### config.mk
export PLATFORM = sky130hd
export DESIGN_NAME = lock_detect_and_enable_regs
export DESIGN_NICKNAME = d
export VERILOG_FILES = /design/src/core/lock_detect_and_enable_regs.v /design/src/core/lock_window_timer.v /design/src/core/pin_sync.v
export VERILOG_INCLUDE_DIRS = /design/src /design/src/core
export SDC_FILE = /design/constraint.sdc
export NUM_CORES = 1
export LEC_CHECK = 0
export ABC_AREA = 1
export BUFFER_PORTS_ARGS = -buffer_cell sky130_fd_sc_hd__buf_2
export CORE_UTILIZATION = 46
export DETAILED_ROUTE_END_ITERATION = 8
export PLACE_DENSITY = 0.68
export SETUP_SLACK_MARGIN = 0.3
export SLEW_MARGIN = 5
export SYNTH_ARGS = -nofsm -noshare
export SYNTH_HDL_FRONTEND = slang
export SYNTH_SLANG_ARGS = --single-unit
### constraint.sdc
create_clock -name i_clk_sys -period 4.5 [get_ports i_clk_sys]
set_input_delay 0.225 -clock i_clk_sys [delete_from_list [all_inputs] [get_ports i_clk_sys]]
set_output_delay 0.225 -clock i_clk_sys [all_outputs]
set_load 0.02 [all_outputs]
### src/core/lock_detect_defines.vh
`ifndef LOCK_DETECT_DEFINES_VH
`define LOCK_DETECT_DEFINES_VH

// Register addresses on the serial register port
`define REG_ADDR_W 6
`define LOCK_CFG_ADDR 6'h07
`define PWR_EN_ADDR 6'h08
`define REG_W 24

// Reset values
`define LD_CFG_RST 24'h00_014d
`define PWR_EN_RST 24'hc1_beff

// Lock detector configuration fields
`define CNT_SEL_HI 2
`define CNT_SEL_LO 0
`define DET_EN_BIT 3
`define WIN_TYPE_BIT 6
`define WIN_DUR_HI 9
`define WIN_DUR_LO 7
`define TMR_FREQ_HI 11
`define TMR_FREQ_LO 10
`define TMR_TEST_BIT 12
`define AUTO_RELOCK_BIT 13

// Block power enable fields
`define PIN_EN_BIT 5
`define DIV_CLK_LOGIC_BIT 7

// Analog one-shot window
`define ONE_SHOT_NS 10
`define CLK_PERIOD_NS 4
`define ONE_SHOT_CYC ((`ONE_SHOT_NS + `CLK_PERIOD_NS - 1) / `CLK_PERIOD_NS)

`endif

### src/core/lock_detect_and_enable_regs.v
// How it works
// - Count code 0..7 selects 5,32,96,256,512,2048,8192,65535 consecutive edges.
// - Lock declared after that many in-window edges; a miss restarts the run.
// - Detector enable bit, reset one; cleared means detector idles, no lock.
// - Window type one uses digital timer, zero a 10 ns one-shot.
// - Digital window lasts half, 1, 2, 4, 8, 16, 32, 64 timer cycles.
// - Two-bit field slows the window timer clock, code 00 fastest.
// - Timer runs one-shot per window; test bit keeps its clock running.
// - Auto-relock bit gives one relock attempt after lock fails, until a config write rearms it.
// - Pin enable zero turns pin off; with companion bit one, always driven.
// - Pin enable one, companion zero: driver off during foreign-address transfers.
`timescale 1ns/1ps
`include "lock_detect_defines.vh"

module lock_detect_and_enable_regs (
  input wire i_clk_sys,
  input wire i_sys_rst,
  input wire i_reg_wr,
  input wire i_reg_rd,
  input wire [5:0] i_reg_addr,
  input wire [23:0] i_reg_wdata,
  input wire i_ref_edge_in,
  input wire i_div_osc_in,
  input wire i_xfer_active,
  input wire i_addr_match,
  input wire i_always_on,
  input wire i_sdo_sel,
  input wire i_sdo_bit,
  output reg [23:0] o_reg_rdata,
  output reg o_reg_rvalid,
  output reg [23:0] o_power_enables,
  output reg o_lock_detect,
  output reg o_lock_lost,
  output reg o_relock_req,
  output reg o_lock_serial_out_pin_o,
  output reg o_lock_serial_out_pin_oe
);

  reg [23:0] cfg_q;
  reg [23:0] pwr_q;
  reg ref_lvl_d1_q;
  reg osc_lvl_d1_q;
  reg win_d1_q;
  reg hit_q;
  reg [15:0] run_q;
  reg lock_q;
  reg tried_q;
  wire ref_lvl;
  wire osc_lvl;
  wire ref_rise;
  wire osc_rise;
  wire win;
  wire win_close;
  wire det_en;
  wire good;
  wire bad;
  wire fail;
  wire [15:0] thr;
  wire cfg_wr;
  wire pin_oe_d;
  wire pin_o_d;

  function [15:0] count_limit;
    input [2:0] code;
    begin
      case (code)
        3'h0: count_limit = 16'h0005;
        3'h1: count_limit = 16'h0020;
        3'h2: count_limit = 16'h0060;
        3'h3: count_limit = 16'h0100;
        3'h4: count_limit = 16'h0200;
        3'h5: count_limit = 16'h0800;
        3'h6: count_limit = 16'h2000;
        default: count_limit = 16'hffff;
      endcase
    end
  endfunction

  assign cfg_wr = i_reg_wr && (i_reg_addr == `LOCK_CFG_ADDR);

  // Register file; reserved bits are stored like the rest
  always @(posedge i_clk_sys or posedge i_sys_rst) begin
    if (i_sys_rst) begin
      cfg_q <= `LD_CFG_RST;
      pwr_q <= `PWR_EN_RST;
    end else if (i_reg_wr) begin
      if (i_reg_addr == `LOCK_CFG_ADDR) begin
        cfg_q <= i_reg_wdata;
      end
      if (i_reg_addr == `PWR_EN_ADDR) begin
        pwr_q <= i_reg_wdata;
      end
    end
  end

  // Readback one cycle after the read strobe; unmapped reads return zero
  always @(posedge i_clk_sys or posedge i_sys_rst) begin
    if (i_sys_rst) begin
      o_reg_rdata <= 24'h00_0000;
      o_reg_rvalid <= 1'b0;
    end else begin
      o_reg_rvalid <= i_reg_rd;
      if (i_reg_rd) begin
        case (i_reg_addr)
          `LOCK_CFG_ADDR: o_reg_rdata <= cfg_q;
          `PWR_EN_ADDR: o_reg_rdata <= pwr_q;
          default: o_reg_rdata <= 24'h00_0000;
        endcase
      end
    end
  end

  // Power enables go out as stored; keeping them at one is up to software
  always @(posedge i_clk_sys or posedge i_sys_rst) begin
    if (i_sys_rst) begin
      o_power_enables <= `PWR_EN_RST;
    end else begin
      o_power_enables <= pwr_q;
    end
  end

  pin_sync u_ref_sync (
    .i_clk_sys(i_clk_sys),
    .i_sys_rst(i_sys_rst),
    .i_async(i_ref_edge_in),
    .o_level(ref_lvl)
  );

  pin_sync u_osc_sync (
    .i_clk_sys(i_clk_sys),
    .i_sys_rst(i_sys_rst),
    .i_async(i_div_osc_in),
    .o_level(osc_lvl)
  );

  always @(posedge i_clk_sys or posedge i_sys_rst) begin
    if (i_sys_rst) begin
      ref_lvl_d1_q <= 1'b0;
      osc_lvl_d1_q <= 1'b0;
      win_d1_q <= 1'b0;
    end else begin
      ref_lvl_d1_q <= ref_lvl;
      osc_lvl_d1_q <= osc_lvl;
      win_d1_q <= win;
    end
  end

  // Edges of signals much faster than the clock are lost; inputs must be divided down
  assign ref_rise = ref_lvl && !ref_lvl_d1_q;
  assign osc_rise = osc_lvl && !osc_lvl_d1_q;
  assign det_en = cfg_q[`DET_EN_BIT];

  lock_window_timer u_win (
    .i_clk_sys(i_clk_sys),
    .i_sys_rst(i_sys_rst),
    .i_start(ref_rise && det_en),
    .i_digital(cfg_q[`WIN_TYPE_BIT]),
    .i_dur(cfg_q[`WIN_DUR_HI:`WIN_DUR_LO]),
    .i_freq(cfg_q[`TMR_FREQ_HI:`TMR_FREQ_LO]),
    .i_test(cfg_q[`TMR_TEST_BIT]),
    .o_window(win)
  );

  assign win_close = win_d1_q && !win;
  assign thr = count_limit(cfg_q[`CNT_SEL_HI:`CNT_SEL_LO]);
  // First divided edge inside an open window is good
  assign good = det_en && osc_rise && win && !hit_q;
  // Edge outside the window, a second edge, or a window with none
  assign bad = det_en && ((osc_rise && !good) || (win_close && !hit_q && !osc_rise));
  assign fail = bad && lock_q;

  always @(posedge i_clk_sys or posedge i_sys_rst) begin
    if (i_sys_rst) begin
      hit_q <= 1'b0;
      run_q <= 16'h0000;
      lock_q <= 1'b0;
    end else if (!det_en) begin
      hit_q <= 1'b0;
      run_q <= 16'h0000;
      lock_q <= 1'b0;
    end else begin
      if (good) begin
        hit_q <= 1'b1;
      end else if (win_close || ref_rise) begin
        hit_q <= 1'b0;
      end
      if (bad) begin
        run_q <= 16'h0000;
        lock_q <= 1'b0;
      end else if (good) begin
        if (run_q < thr) begin
          run_q <= run_q + 16'h0001;
        end
        if (run_q >= thr - 16'h0001) begin
          lock_q <= 1'b1;
        end
      end
    end
  end

  // Single relock try; rearmed only by a config write, a new failure wins over it
  always @(posedge i_clk_sys or posedge i_sys_rst) begin
    if (i_sys_rst) begin
      tried_q <= 1'b0;
      o_relock_req <= 1'b0;
      o_lock_lost <= 1'b0;
      o_lock_detect <= 1'b0;
    end else begin
      o_lock_detect <= lock_q;
      o_lock_lost <= fail;
      o_relock_req <= fail && cfg_q[`AUTO_RELOCK_BIT] && !tried_q;
      if (fail && cfg_q[`AUTO_RELOCK_BIT]) begin
        tried_q <= 1'b1;
      end else if (cfg_wr) begin
        tried_q <= 1'b0;
      end
    end
  end

  // Pin drive: off, always on, or released for other chips' transfers
  assign pin_oe_d = !pwr_q[`PIN_EN_BIT] ? 1'b0 :
                    i_always_on ? 1'b1 :
                    !(i_xfer_active && !i_addr_match);
  assign pin_o_d = i_sdo_sel ? i_sdo_bit : lock_q;

  always @(posedge i_clk_sys or posedge i_sys_rst) begin
    if (i_sys_rst) begin
      o_lock_serial_out_pin_o <= 1'b0;
      o_lock_serial_out_pin_oe <= 1'b0;
    end else begin
      o_lock_serial_out_pin_o <= pin_o_d;
      o_lock_serial_out_pin_oe <= pin_oe_d;
    end
  end

endmodule // lock_detect_and_enable_regs

### src/core/lock_window_timer.v
`timescale 1ns/1ps
`include "lock_detect_defines.vh"

module lock_window_timer (
  input wire i_clk_sys,
  input wire i_sys_rst,
  input wire i_start,
  input wire i_digital,
  input wire [2:0] i_dur,
  input wire [1:0] i_freq,
  input wire i_test,
  output reg o_window
);

  localparam integer ANALOG_LEN_I = `ONE_SHOT_CYC;
  localparam [7:0] ANALOG_LEN = ANALOG_LEN_I[7:0];

  reg [7:0] pre_q;
  reg [7:0] rem_q;
  wire [7:0] pre_lim;
  wire run;
  wire half_tick;
  wire step;

  // Timer clock period grows with the frequency code
  assign pre_lim = (8'h01 << i_freq) - 8'h01;
  // Test mode keeps the timer clock running between windows
  assign run = i_test | o_window;
  assign half_tick = run && (pre_q == pre_lim);
  assign step = i_digital ? half_tick : 1'b1;

  always @(posedge i_clk_sys or posedge i_sys_rst) begin
    if (i_sys_rst) begin
      pre_q <= 8'h00;
      rem_q <= 8'h00;
      o_window <= 1'b0;
    end else begin
      if (i_start && !i_test) begin
        pre_q <= 8'h00;
      end else if (!run || half_tick) begin
        pre_q <= 8'h00;
      end else begin
        pre_q <= pre_q + 8'h01;
      end
      if (i_start) begin
        o_window <= 1'b1;
        // Length counted in half timer cycles: code 0 is one half cycle
        rem_q <= i_digital ? (8'h01 << i_dur) : ANALOG_LEN;
      end else if (o_window && step) begin
        if (rem_q <= 8'h01) begin
          o_window <= 1'b0;
          rem_q <= 8'h00;
        end else begin
          rem_q <= rem_q - 8'h01;
        end
      end
    end
  end

endmodule // lock_window_timer

### src/core/pin_sync.v
`timescale 1ns/1ps
`include "lock_detect_defines.vh"

module pin_sync (
  input wire i_clk_sys,
  input wire i_sys_rst,
  input wire i_async,
  output reg o_level
);

  reg meta_q;
  reg s2_q;
  reg s3_q;

  // A change counts only once the second and third stages agree
  always @(posedge i_clk_sys or posedge i_sys_rst) begin
    if (i_sys_rst) begin
      meta_q <= 1'b0;
      s2_q <= 1'b0;
      s3_q <= 1'b0;
      o_level <= 1'b0;
    end else begin
      meta_q <= i_async;
      s2_q <= meta_q;
      s3_q <= s2_q;
      if (s2_q == s3_q) begin
        o_level <= s3_q;
      end
    end
  end

endmodule // pin_sync
==> results of run 1 <==
==> sequential cells by signal (all words and copies together), names as in the netlist, 8 cells and up <==
signal / cells
cfg_q: 24
o_power_enables: 24
o_reg_rdata: 24
pwr_q: 24
run_q: 16
u_win.pre_q: 8
u_win.rem_q: 8
==> stage by stage <==
stage	instances	util	cell area (um^2)	setup WS, ps
floorplan	837	-	7260	332
global placement	1113	0.513	7860	1860
detailed placement	1113	0.513	7860	1740
CTS	1148	0.554	8480	1710
global route	1149	0.554	8480	1500
finish	1149	0.554	8480	1680
==> critical path, cell delays in order, from the launching register on <==
cell and delay, ps:
dfstp_2 720, nand3_1 370, ha_1 450, a21oi_1 150
o21ai_0 150, nor3_4 330, nand2_4 190, nand2_2 220
nand2_1 90, nand2_1 70
==> final timing paths <==
path | from | endpoint | slack (ps) | cells past startpoint
worst max-delay path | cfg_q[2] | run_q[14] | 1680 | 9
worst min-delay path | i_addr_match | o_lock_serial_out_pin_oe | 30 | 3
worst max register to register | cfg_q[2] | run_q[14] | 1680 | 9
worst min register to register | u_ref_sync.meta_q | u_ref_sync.s2_q | 350 | 0
max in group asynchronous | i_sys_rst | o_power_enables[7] | 2980 | 4
min in group asynchronous | i_sys_rst | o_lock_serial_out_pin_o | 440 | 3
==> cell usage after synthesis, types with 11 or more instances <==
cell type | number | area share
nor3_1 | 12 | 0.0083
inv_1 | 91 | 0.047
dfrtp_1 | 110 | 0.38
clkbuf_1 | 22 | 0.011
dfstp_2 | 39 | 0.14
nand2_1 | 205 | 0.11
a31oi_1 | 25 | 0.022
nor2_1 | 71 | 0.037
xor2_1 | 11 | 0.013
ha_1 | 36 | 0.062
o21ai_0 | 70 | 0.048
nand3_1 | 43 | 0.030
nand4_1 | 24 | 0.021
a21oi_1 | 21 | 0.014
==> layer usage <==
layer | global-route usage | up-vias | routed length (um)
met1 | 0.293 | 2768 | 7750
met5 | 0 | - | 0
li1 | - | 2919 | -
met3 | 0.0389 | 19 | 582
met2 | 0.315 | 134 | 7210
met4 | 0.0837 | 0 | 252
==> logic make-up after synthesis <==
family | after synthesis | synth area share
fa+ha+maj | 38 | 0.0648
buf+inv | 130 | 0.0736
xor+xnor | 13 | 0.0157
other cells | 1 | 0.000517
flops | 149 | 0.520
simple gates | 372 | 0.222
compound gates | 134 | 0.103
==> power groups by stage <==
stage,combinational [mW],clock (mW),sequential (mW)
floorplan,0.484,0,1.69
global placement,0.669,0,1.66
detailed placement,0.675,0,1.67
CTS,0.685,1.44,1.65
global route,0.784,1.50,1.67
finish,0.680,1.42,1.65
==> cell type report <==
class / count / share of cell area
antenna: 1 / 0.000295
clock buffer: 17 / 0.0501
clock inverter: 15 / 0.0198
inverter: 97 / 0.0435
multi-input combinational: 558 / 0.347
sequential: 149 / 0.445
tap: 211 / 0.0311
timing repair buffer: 101 / 0.0625
==> flow_summary.toml, run 1 <==
[status]
run_status = "complete, no violations"

[finish]
area_growth_syn_to_layout_pct = 16.9
final-seq-area_mm2 = 0.00378
multiInputGateArea_mm2 = 0.00295
drive_gt1_frac = 0.204
most-common-layout-cells = "205 x nand2_1, 110 x dfrtp_1, 94 x buf_2, 90 x inv_1, 71 x nor2_1"
layout_commonest_cell = "nand2_1"
number_of_nets_in_the_finished_design = 1001
fill_cells = 1452

[pwr]
power-per-cell-area_mw_per_mm2 = 441
total_switching_power_mw = 1.15
cellInternalPower_mw = 2.59
vdd_ir_drop_max_mv = 0.291
power.sequential.fraction = 0.440
leakage_nw = 4.17
comb_power_share = 0.182
power_switching_share = 0.307
clockPowerShare = 0.378
total_power_mw = 3.74

[clock_network]
clock_latency_on_the_worst_skew_pair_ps = 420
clock_sinks = 149
ctsResizeCount = 0
cts_tree = "yes"
post_cts_setup_repair_bufs = 0
cts.clk_slew.worst_paths_ps = 60
cts_made_buffers = 17
clk_root_buffer_cell = "clkbuf_16"
hold_buffers = 3
cts_buffer_depth = 2
h-tree-depth = 4

[sta]
timing_hold_violations_final = 0
final_min_period_over_clock_period = 0.626
max-slew-margin-rel = 0.386
final_max_slew_viol_count = 0
tightestPinTransition_ps = 921
rsz_0062_raised_after_global_routing = "false"
final_worst_path_period_need_ps = 2820
achievable-frequency_mhz = 355
worst_hold_slack_ps = 28.8
final.setup_skew_ps = 10.1
number_of_setup_violations_in_the_final_report = 0
totalNegativeSetupSlack_ps = 0

[route]
initialDrtViolationCount = 498
routed_via_density = 5.08
antenna_violating_nets_post_route = 0
wl_um = 15800
drc = 0
drt_pass1_iterations = 5
post_detailed_route_wirelength_per_cell_um = 13.7
vias = 5840

[setup_path]
setup.worst_path.end_class = "register"
timing_worst_setup_path_type = "register to register"
worst-endpoint-required_ps = 4850
critPathArrivalTime_ps = 3170
timing.critical_path.from_type = "register"
worstPathMaxFanout = 17

[synth]
synthCells = 837
most_instantiated_flip_flop_cell_in_the_synthesis_netlist = "dfrtp_1"
share_of_synthesized_flip_flops_with_an_asynchronous_set_or_reset = 1.00
synth.lib_cells_used.distinct = 45
sequential_fraction_of_the_synthesis_area = 0.520
ys_seq_elements = 149
number_of_enable_flip_flop_cells_after_synthesis = 0
syn_area_mm2 = 0.00726
synth.yosys.warnings = 0
post_synthesis_net_count = 914
synth_area_per_cell_um2 = 8.67

[global_routing]
grt_start_max_net_pins = 83
globalRouteOverflowTotal = 0
number_of_global_route_vias_before_repair = 5320
grt_first_pass_wirelength_um = 26200
global_route.usage.total = 0.207
grt_antenna_before_repair = 1

[placement]
io_buffer_count = 94
post-dp-hpwl_um = 10800
gpl.final_weighted_congestion = 0.871

[floorplan]
floorplan.initialDensity = 0.474
chipWidth_um = 128
num_rows = 45
die_h_um = 128
num_io_pins = 95
floorplan.die_area_mm2 = 0.0163
core-area_mm2 = 0.0153

[job]
timing.max_cap.violations = 0

[min_path]
hold_class = "primary input to register"
Power figures use the tool's default switching activity.
==> run 2, diff against run 1 <==
- clock period: 4.5 -> 2.95 ns (I/O delays scaled with it)
==> flow_summary.toml, run 2 (synthesis gave the netlist of run 1 again) <==
[status]
run_status = "complete, no violations"

[sta]
final_min_period_over_clock_period = 0.842
final_worst_path_period_need_ps = 2480
max-slew-margin-rel = 0.399
number_of_setup_violations_in_the_final_report = 0
final_max_slew_viol_count = 0
rsz_0062_raised_after_global_routing = "false"
totalNegativeSetupSlack_ps = 0
final.setup_skew_ps = 8.67
achievable-frequency_mhz = 403
tightestPinTransition_ps = 901
worst_hold_slack_ps = 9.47
timing_hold_violations_final = 0

[finish]
final_core_utilization = 0.579
most-common-layout-cells = "205 x nand2_1, 109 x dfrtp_1, 94 x buf_2, 90 x inv_1"
number_of_antenna_repair_diodes = 0
area_growth_syn_to_layout_pct = 22.2
drive_gt1_frac = 0.209
layout_commonest_cell = "nand2_1"
stdcell_count = 1181
number_of_nets_in_the_finished_design = 1034

[route]
initialDrtViolationCount = 467
antenna_violating_nets_post_route = 0
drt_pass1_iterations = 5
vias = 5962
wl_um = 16300
routed_via_density = 5.05
drc = 0
post_detailed_route_wirelength_per_cell_um = 13.8

[floorplan]
num_io_pins = 95
num_rows = 45
die_h_um = 128
core-area_mm2 = 0.0153
floorplan.initialDensity = 0.474
chipWidth_um = 128
floorplan.die_area_mm2 = 0.0163

[clock_network]
cts_buffer_depth = 2
clock_sinks = 149
clock_latency_on_the_worst_skew_pair_ps = 420
cts.clk_slew.worst_paths_ps = 60
clk_root_buffer_cell = "clkbuf_16"
h-tree-depth = 4
cts_tree = "yes"
cts_made_buffers = 17

[global_routing]
grt_first_pass_wirelength_um = 26700
grt_start_max_net_pins = 61
number_of_global_route_vias_before_repair = 5516
global_route.usage.total = 0.210
globalRouteOverflowTotal = 0
grt_antenna_before_repair = 0

[setup_path]
critPathArrivalTime_ps = 2840
cp_cell_sequence = "nand3_2, ha_1, a21oi_1, o21ai_0, nor3_4, buf_4, buf_4, nand4_1, nand2_1"
worst-endpoint-required_ps = 3310
critPathBufInv = 2
cpMostUsedCell = "buf_4"
ff2ff_setup_slack_ps = 470
worstPathMaxFanout = 17
timing_worst_setup_path_type = "register to register"
critical_path_slowest_stage_cell = "dfstp_4"
worst_path_largest_cell_delay_ps = 730
crit_family = "flip-flops"
timing.critical_path.from_type = "register"
setup.worst_path.end_class = "register"

[placement]
gpl.final_weighted_congestion = 0.872
placedCellCount = 1118
io_buffer_count = 94
post-dp-hpwl_um = 11100

[pwr]
vdd_ir_drop_max_mv = 0.503
total_power_mw = 5.88
power-per-cell-area_mw_per_mm2 = 663
leakage_nw = 4.34

[min_path]
hold_class = "primary input to register"

[job]
timing.max_cap.violations = 0
run 2: cell count changes in the layout (fill, tap and decap cells not counted), sizes merged:
cell         change
clkinv           -3
clkbuf           +1
diode            -1
buf             +10
inv              +1
bufinv           +1
dlygate4sd3     +23
run 2: cell type report:
cell class / instances / area (um^2)
clock inverter: 14 / 185
inverter: 97 / 368
fill: 1379 / 6450
sequential: 149 / 3780
clock buffer: 18 / 429
timing repair buffer: 134 / 861
tap: 211 / 264
multi-input combinational: 558 / 2980
run 2: timing repair:
| action | 4_1_cts | 5_1_grt |
|---|---|---|
| endpoints found under the hold margin | 59 | 0 |
| pin swaps | 0 | 2 |
| setup endpoints to repair | 11 | 11 |
| setup buffers | 0 | 5 |
| resized for setup | 2 | 5 |
| hold buffers | 26 | 0 |
run 2: worst paths after layout:
| check | startpoint | end | cells past startpoint |
|---|---|---|---|
| setup / recovery | cfg_q[2] | run_q[0] | 9 |
| hold / removal | i_reg_wdata[20] | cfg_q[20] | 3 |
| setup reg to reg | cfg_q[2] | run_q[0] | 9 |
| hold reg to reg | u_ref_sync.meta_q | u_ref_sync.s2_q | 0 |
| max in group asynchronous | i_sys_rst | o_power_enables[16] | 4 |
| min in group asynchronous | i_sys_rst | run_q[1] | 3 |
run 2: tightest hold or removal path, cell delays in order:
cell	delay (ps)
buf_2	100
inv_1	60
o21ai_0	80
run 2: power breakdown:
group          switching (mW)  internal (mW)
Sequential              0.182           2.33
Clock                   0.897           1.35
Combinational           0.705          0.410
Total                    1.78           4.10
run 2: per-layer routing:
metal,vias up,global-route usage,part of all wire
li1,2976,-,-
met1,2813,0.290,0.48
met2,154,0.329,0.46
met3,19,0.0419,0.043
met4,0,0.0810,0.019
met5,-,0,0
run 2: per-stage QoR:
| stage | worst slack [ps] | instance area, um^2 |
|---|---|---|
| 2_1_floorplan | 384 | 7260 |
| 3_3_place_gp | 284 | 7920 |
| 3_5_place_dp | 197 | 7920 |
| 4_1_cts | 322 | 8800 |
| 5_1_grt | 293 | 8870 |
| 6_report | 468 | 8870 |
==> run 3, diff against run 2 <==
- PLACE_DENSITY: 0.68 -> 0.7
- clock period: 2.95 -> 2.2 ns (I/O delays scaled with it)
==> flow_summary.toml, run 3 (synthesis gave the netlist of run 1 again) <==
[placement]
io_buffer_count = 94
post-dp-hpwl_um = 11100
placed_area_mm2 = 0.00815
gpl.final_weighted_congestion = 0.924
placedCellCount = 1141

[route]
routed_via_density = 5.06
drc = 0
antenna_violating_nets_post_route = 0
post_detailed_route_wirelength_per_cell_um = 14.0
vias = 6177
wl_um = 17100
initialDrtViolationCount = 487
drt_pass1_iterations = 5

[finish]
layout_commonest_cell = "nand2_1"
most-common-layout-cells = "191 x nand2_1, 110 x dfrtp_1, 94 x buf_2, 86 x inv_1, 66 x nor2_1"
drive_gt1_frac = 0.284
area_growth_syn_to_layout_pct = 30.3
stdcell_count = 1220
number_of_nets_in_the_finished_design = 1072
fin_area_mm2 = 0.00946
final_core_utilization = 0.618

[floorplan]
num_io_pins = 95
chipWidth_um = 128
die_h_um = 128
core-area_mm2 = 0.0153
num_rows = 45
floorplan.initialDensity = 0.474
floorplan.die_area_mm2 = 0.0163

[sta]
final_max_slew_viol_count = 0
tightestPinTransition_ps = 904
timing_hold_violations_final = 0
totalNegativeSetupSlack_ps = -557
achievable-frequency_mhz = 442
fin_ws_ps = -60.6
final_worst_path_period_need_ps = 2260
max-slew-margin-rel = 0.397
final.setup_skew_ps = 9.31
number_of_setup_violations_in_the_final_report = 15
final_min_period_over_clock_period = 1.03
rsz_0062_raised_after_global_routing = "true"

[clock_network]
cts.clk_slew.worst_paths_ps = 70
cts_made_buffers = 17
cts_buffer_depth = 2
clock_sinks = 149
clk_root_buffer_cell = "clkbuf_16"
cts_tree = "yes"
clock_latency_on_the_worst_skew_pair_ps = 420
h-tree-depth = 4

[pwr]
leakage_nw = 4.62
total_power_mw = 8.19
comb_power_share = 0.245
power.sequential.fraction = 0.411
power_switching_share = 0.319
cellInternalPower_mw = 5.58
power-per-cell-area_mw_per_mm2 = 866
total_switching_power_mw = 2.62
clockPowerShare = 0.344
vdd_ir_drop_max_mv = 0.616

[min_path]
hold_class = "primary input to register"

[setup_path]
worst-endpoint-required_ps = 2520
setup.worst_path.end_class = "register"
worstPathMaxFanout = 7
cp_cell_sequence = "buf_6, nand2_4, inv_2, o21ai_2, ha_1, nand2_1, inv_1, o21ai_2, a21oi_2, nor3_4, nand2_8, clkbuf_16, nand3_2, nand2_1"
timing.critical_path.from_type = "register"
crit_family = "flip-flops"
critical_path_slowest_stage_cell = "dfstp_2"
critPathBufInv = 4
worst_path_largest_cell_delay_ps = 640
timing_worst_setup_path_type = "register to register"
critPathArrivalTime_ps = 2580

[global_routing]
global_route.usage.total = 0.214
grt_first_pass_wirelength_um = 27300
use_met3 = 0.0431
groute.layer.met1.usage = 0.286
grt_antenna_before_repair = 1
globalRouteOverflowTotal = 0
number_of_global_route_vias_before_repair = 5805
met2_routing_resource_usage_after_global_routing = 0.342
grt_start_max_net_pins = 150
top_usage_layer = "met2"

[job]
timing.max_cap.violations = 0

[status]
run_status = "finished with violations"
violations = "negative setup slack"
## run 3: changes by cell type in the layout (fill, tap and decap cells not counted), sizes merged, moves of 2 or more
cell         previous run  this run
buf                   108       139
dlygate4sd3            26        31
clkbuf                 18        21
clkinv                  3         6
bufinv                  3         1
## run 3: what timing repair did
| action | in CTS | in global routing |
|---|---|---|
| cloned | 0 | 2 |
| resized for setup | 13 | 52 |
| hold endpoints to repair | 160 | 0 |
| pin swaps | 11 | 14 |
| buffers inserted | 9 | 4 |
| endpoints found under the setup margin | 25 | 36 |
| hold buffers | 31 | 0 |
## run 3: through the flow
| stage | setup WS, ps | hold slack (ps) |
|---|---|---|
| 3_5_place_dp | -62.4 | 220 |
| 5_1_grt | -187 | 97.1 |
| 2_1_floorplan | -13.9 | 141 |
| 6_report | -60.6 | 80.9 |
| 3_3_place_gp | -8.61 | 218 |
| 4_1_cts | 2.07 | 59.7 |
## run 3: cell type report
cell class              count  area (um^2)
fillers                  1290         5850
clock buffers              19          443
repair buffers            172         1230
flip-flops and latches    149         3780
diodes                      1         2.50
multi-input cells         558         3240
well taps                 211          264
inverters                  97          368
clock inverters            13          138
## run 3: layer usage
metal,vias to the layer above,part of all wire,routed length [um]
met4,0,0.025,434
met2,164,0.47,7950
li1,3059,-,-
met1,2917,0.46,7920
met5,-,0,0
met3,37,0.045,760
## run 3: power groups by stage
stage / registers [mW] / clock network [mW] / logic [mW]
2_1_floorplan: 3.46 / 0 / 1.03
3_3_place_gp: 3.40 / 0 / 1.56
3_5_place_dp: 3.41 / 0 / 1.58
4_1_cts: 3.36 / 2.87 / 1.69
5_1_grt: 3.41 / 2.99 / 2.23
6_report: 3.37 / 2.82 / 2.01
## run 3: worst register-to-register path, delay by kind of cell, from the launching register on
kind	cells	cell delay, ps
flops	1	640
buf+inv	4	400
fa+ha+maj	1	300
compound gates	3	270
simple gates	6	560
## run 3: worst paths after layout
path,startpoint,to,slack (ps),cells past startpoint
max in group asynchronous,i_sys_rst,u_win.rem_q[7],1100,4
max,cfg_q[0],run_q[14],-60,14
min in group asynchronous,i_sys_rst,run_q[1],340,4
min,i_reg_rd,o_reg_rdata[11],80,3
max reg2reg,cfg_q[0],run_q[14],-60,14
min reg2reg,u_ref_sync.meta_q,u_ref_sync.s2_q,350,0
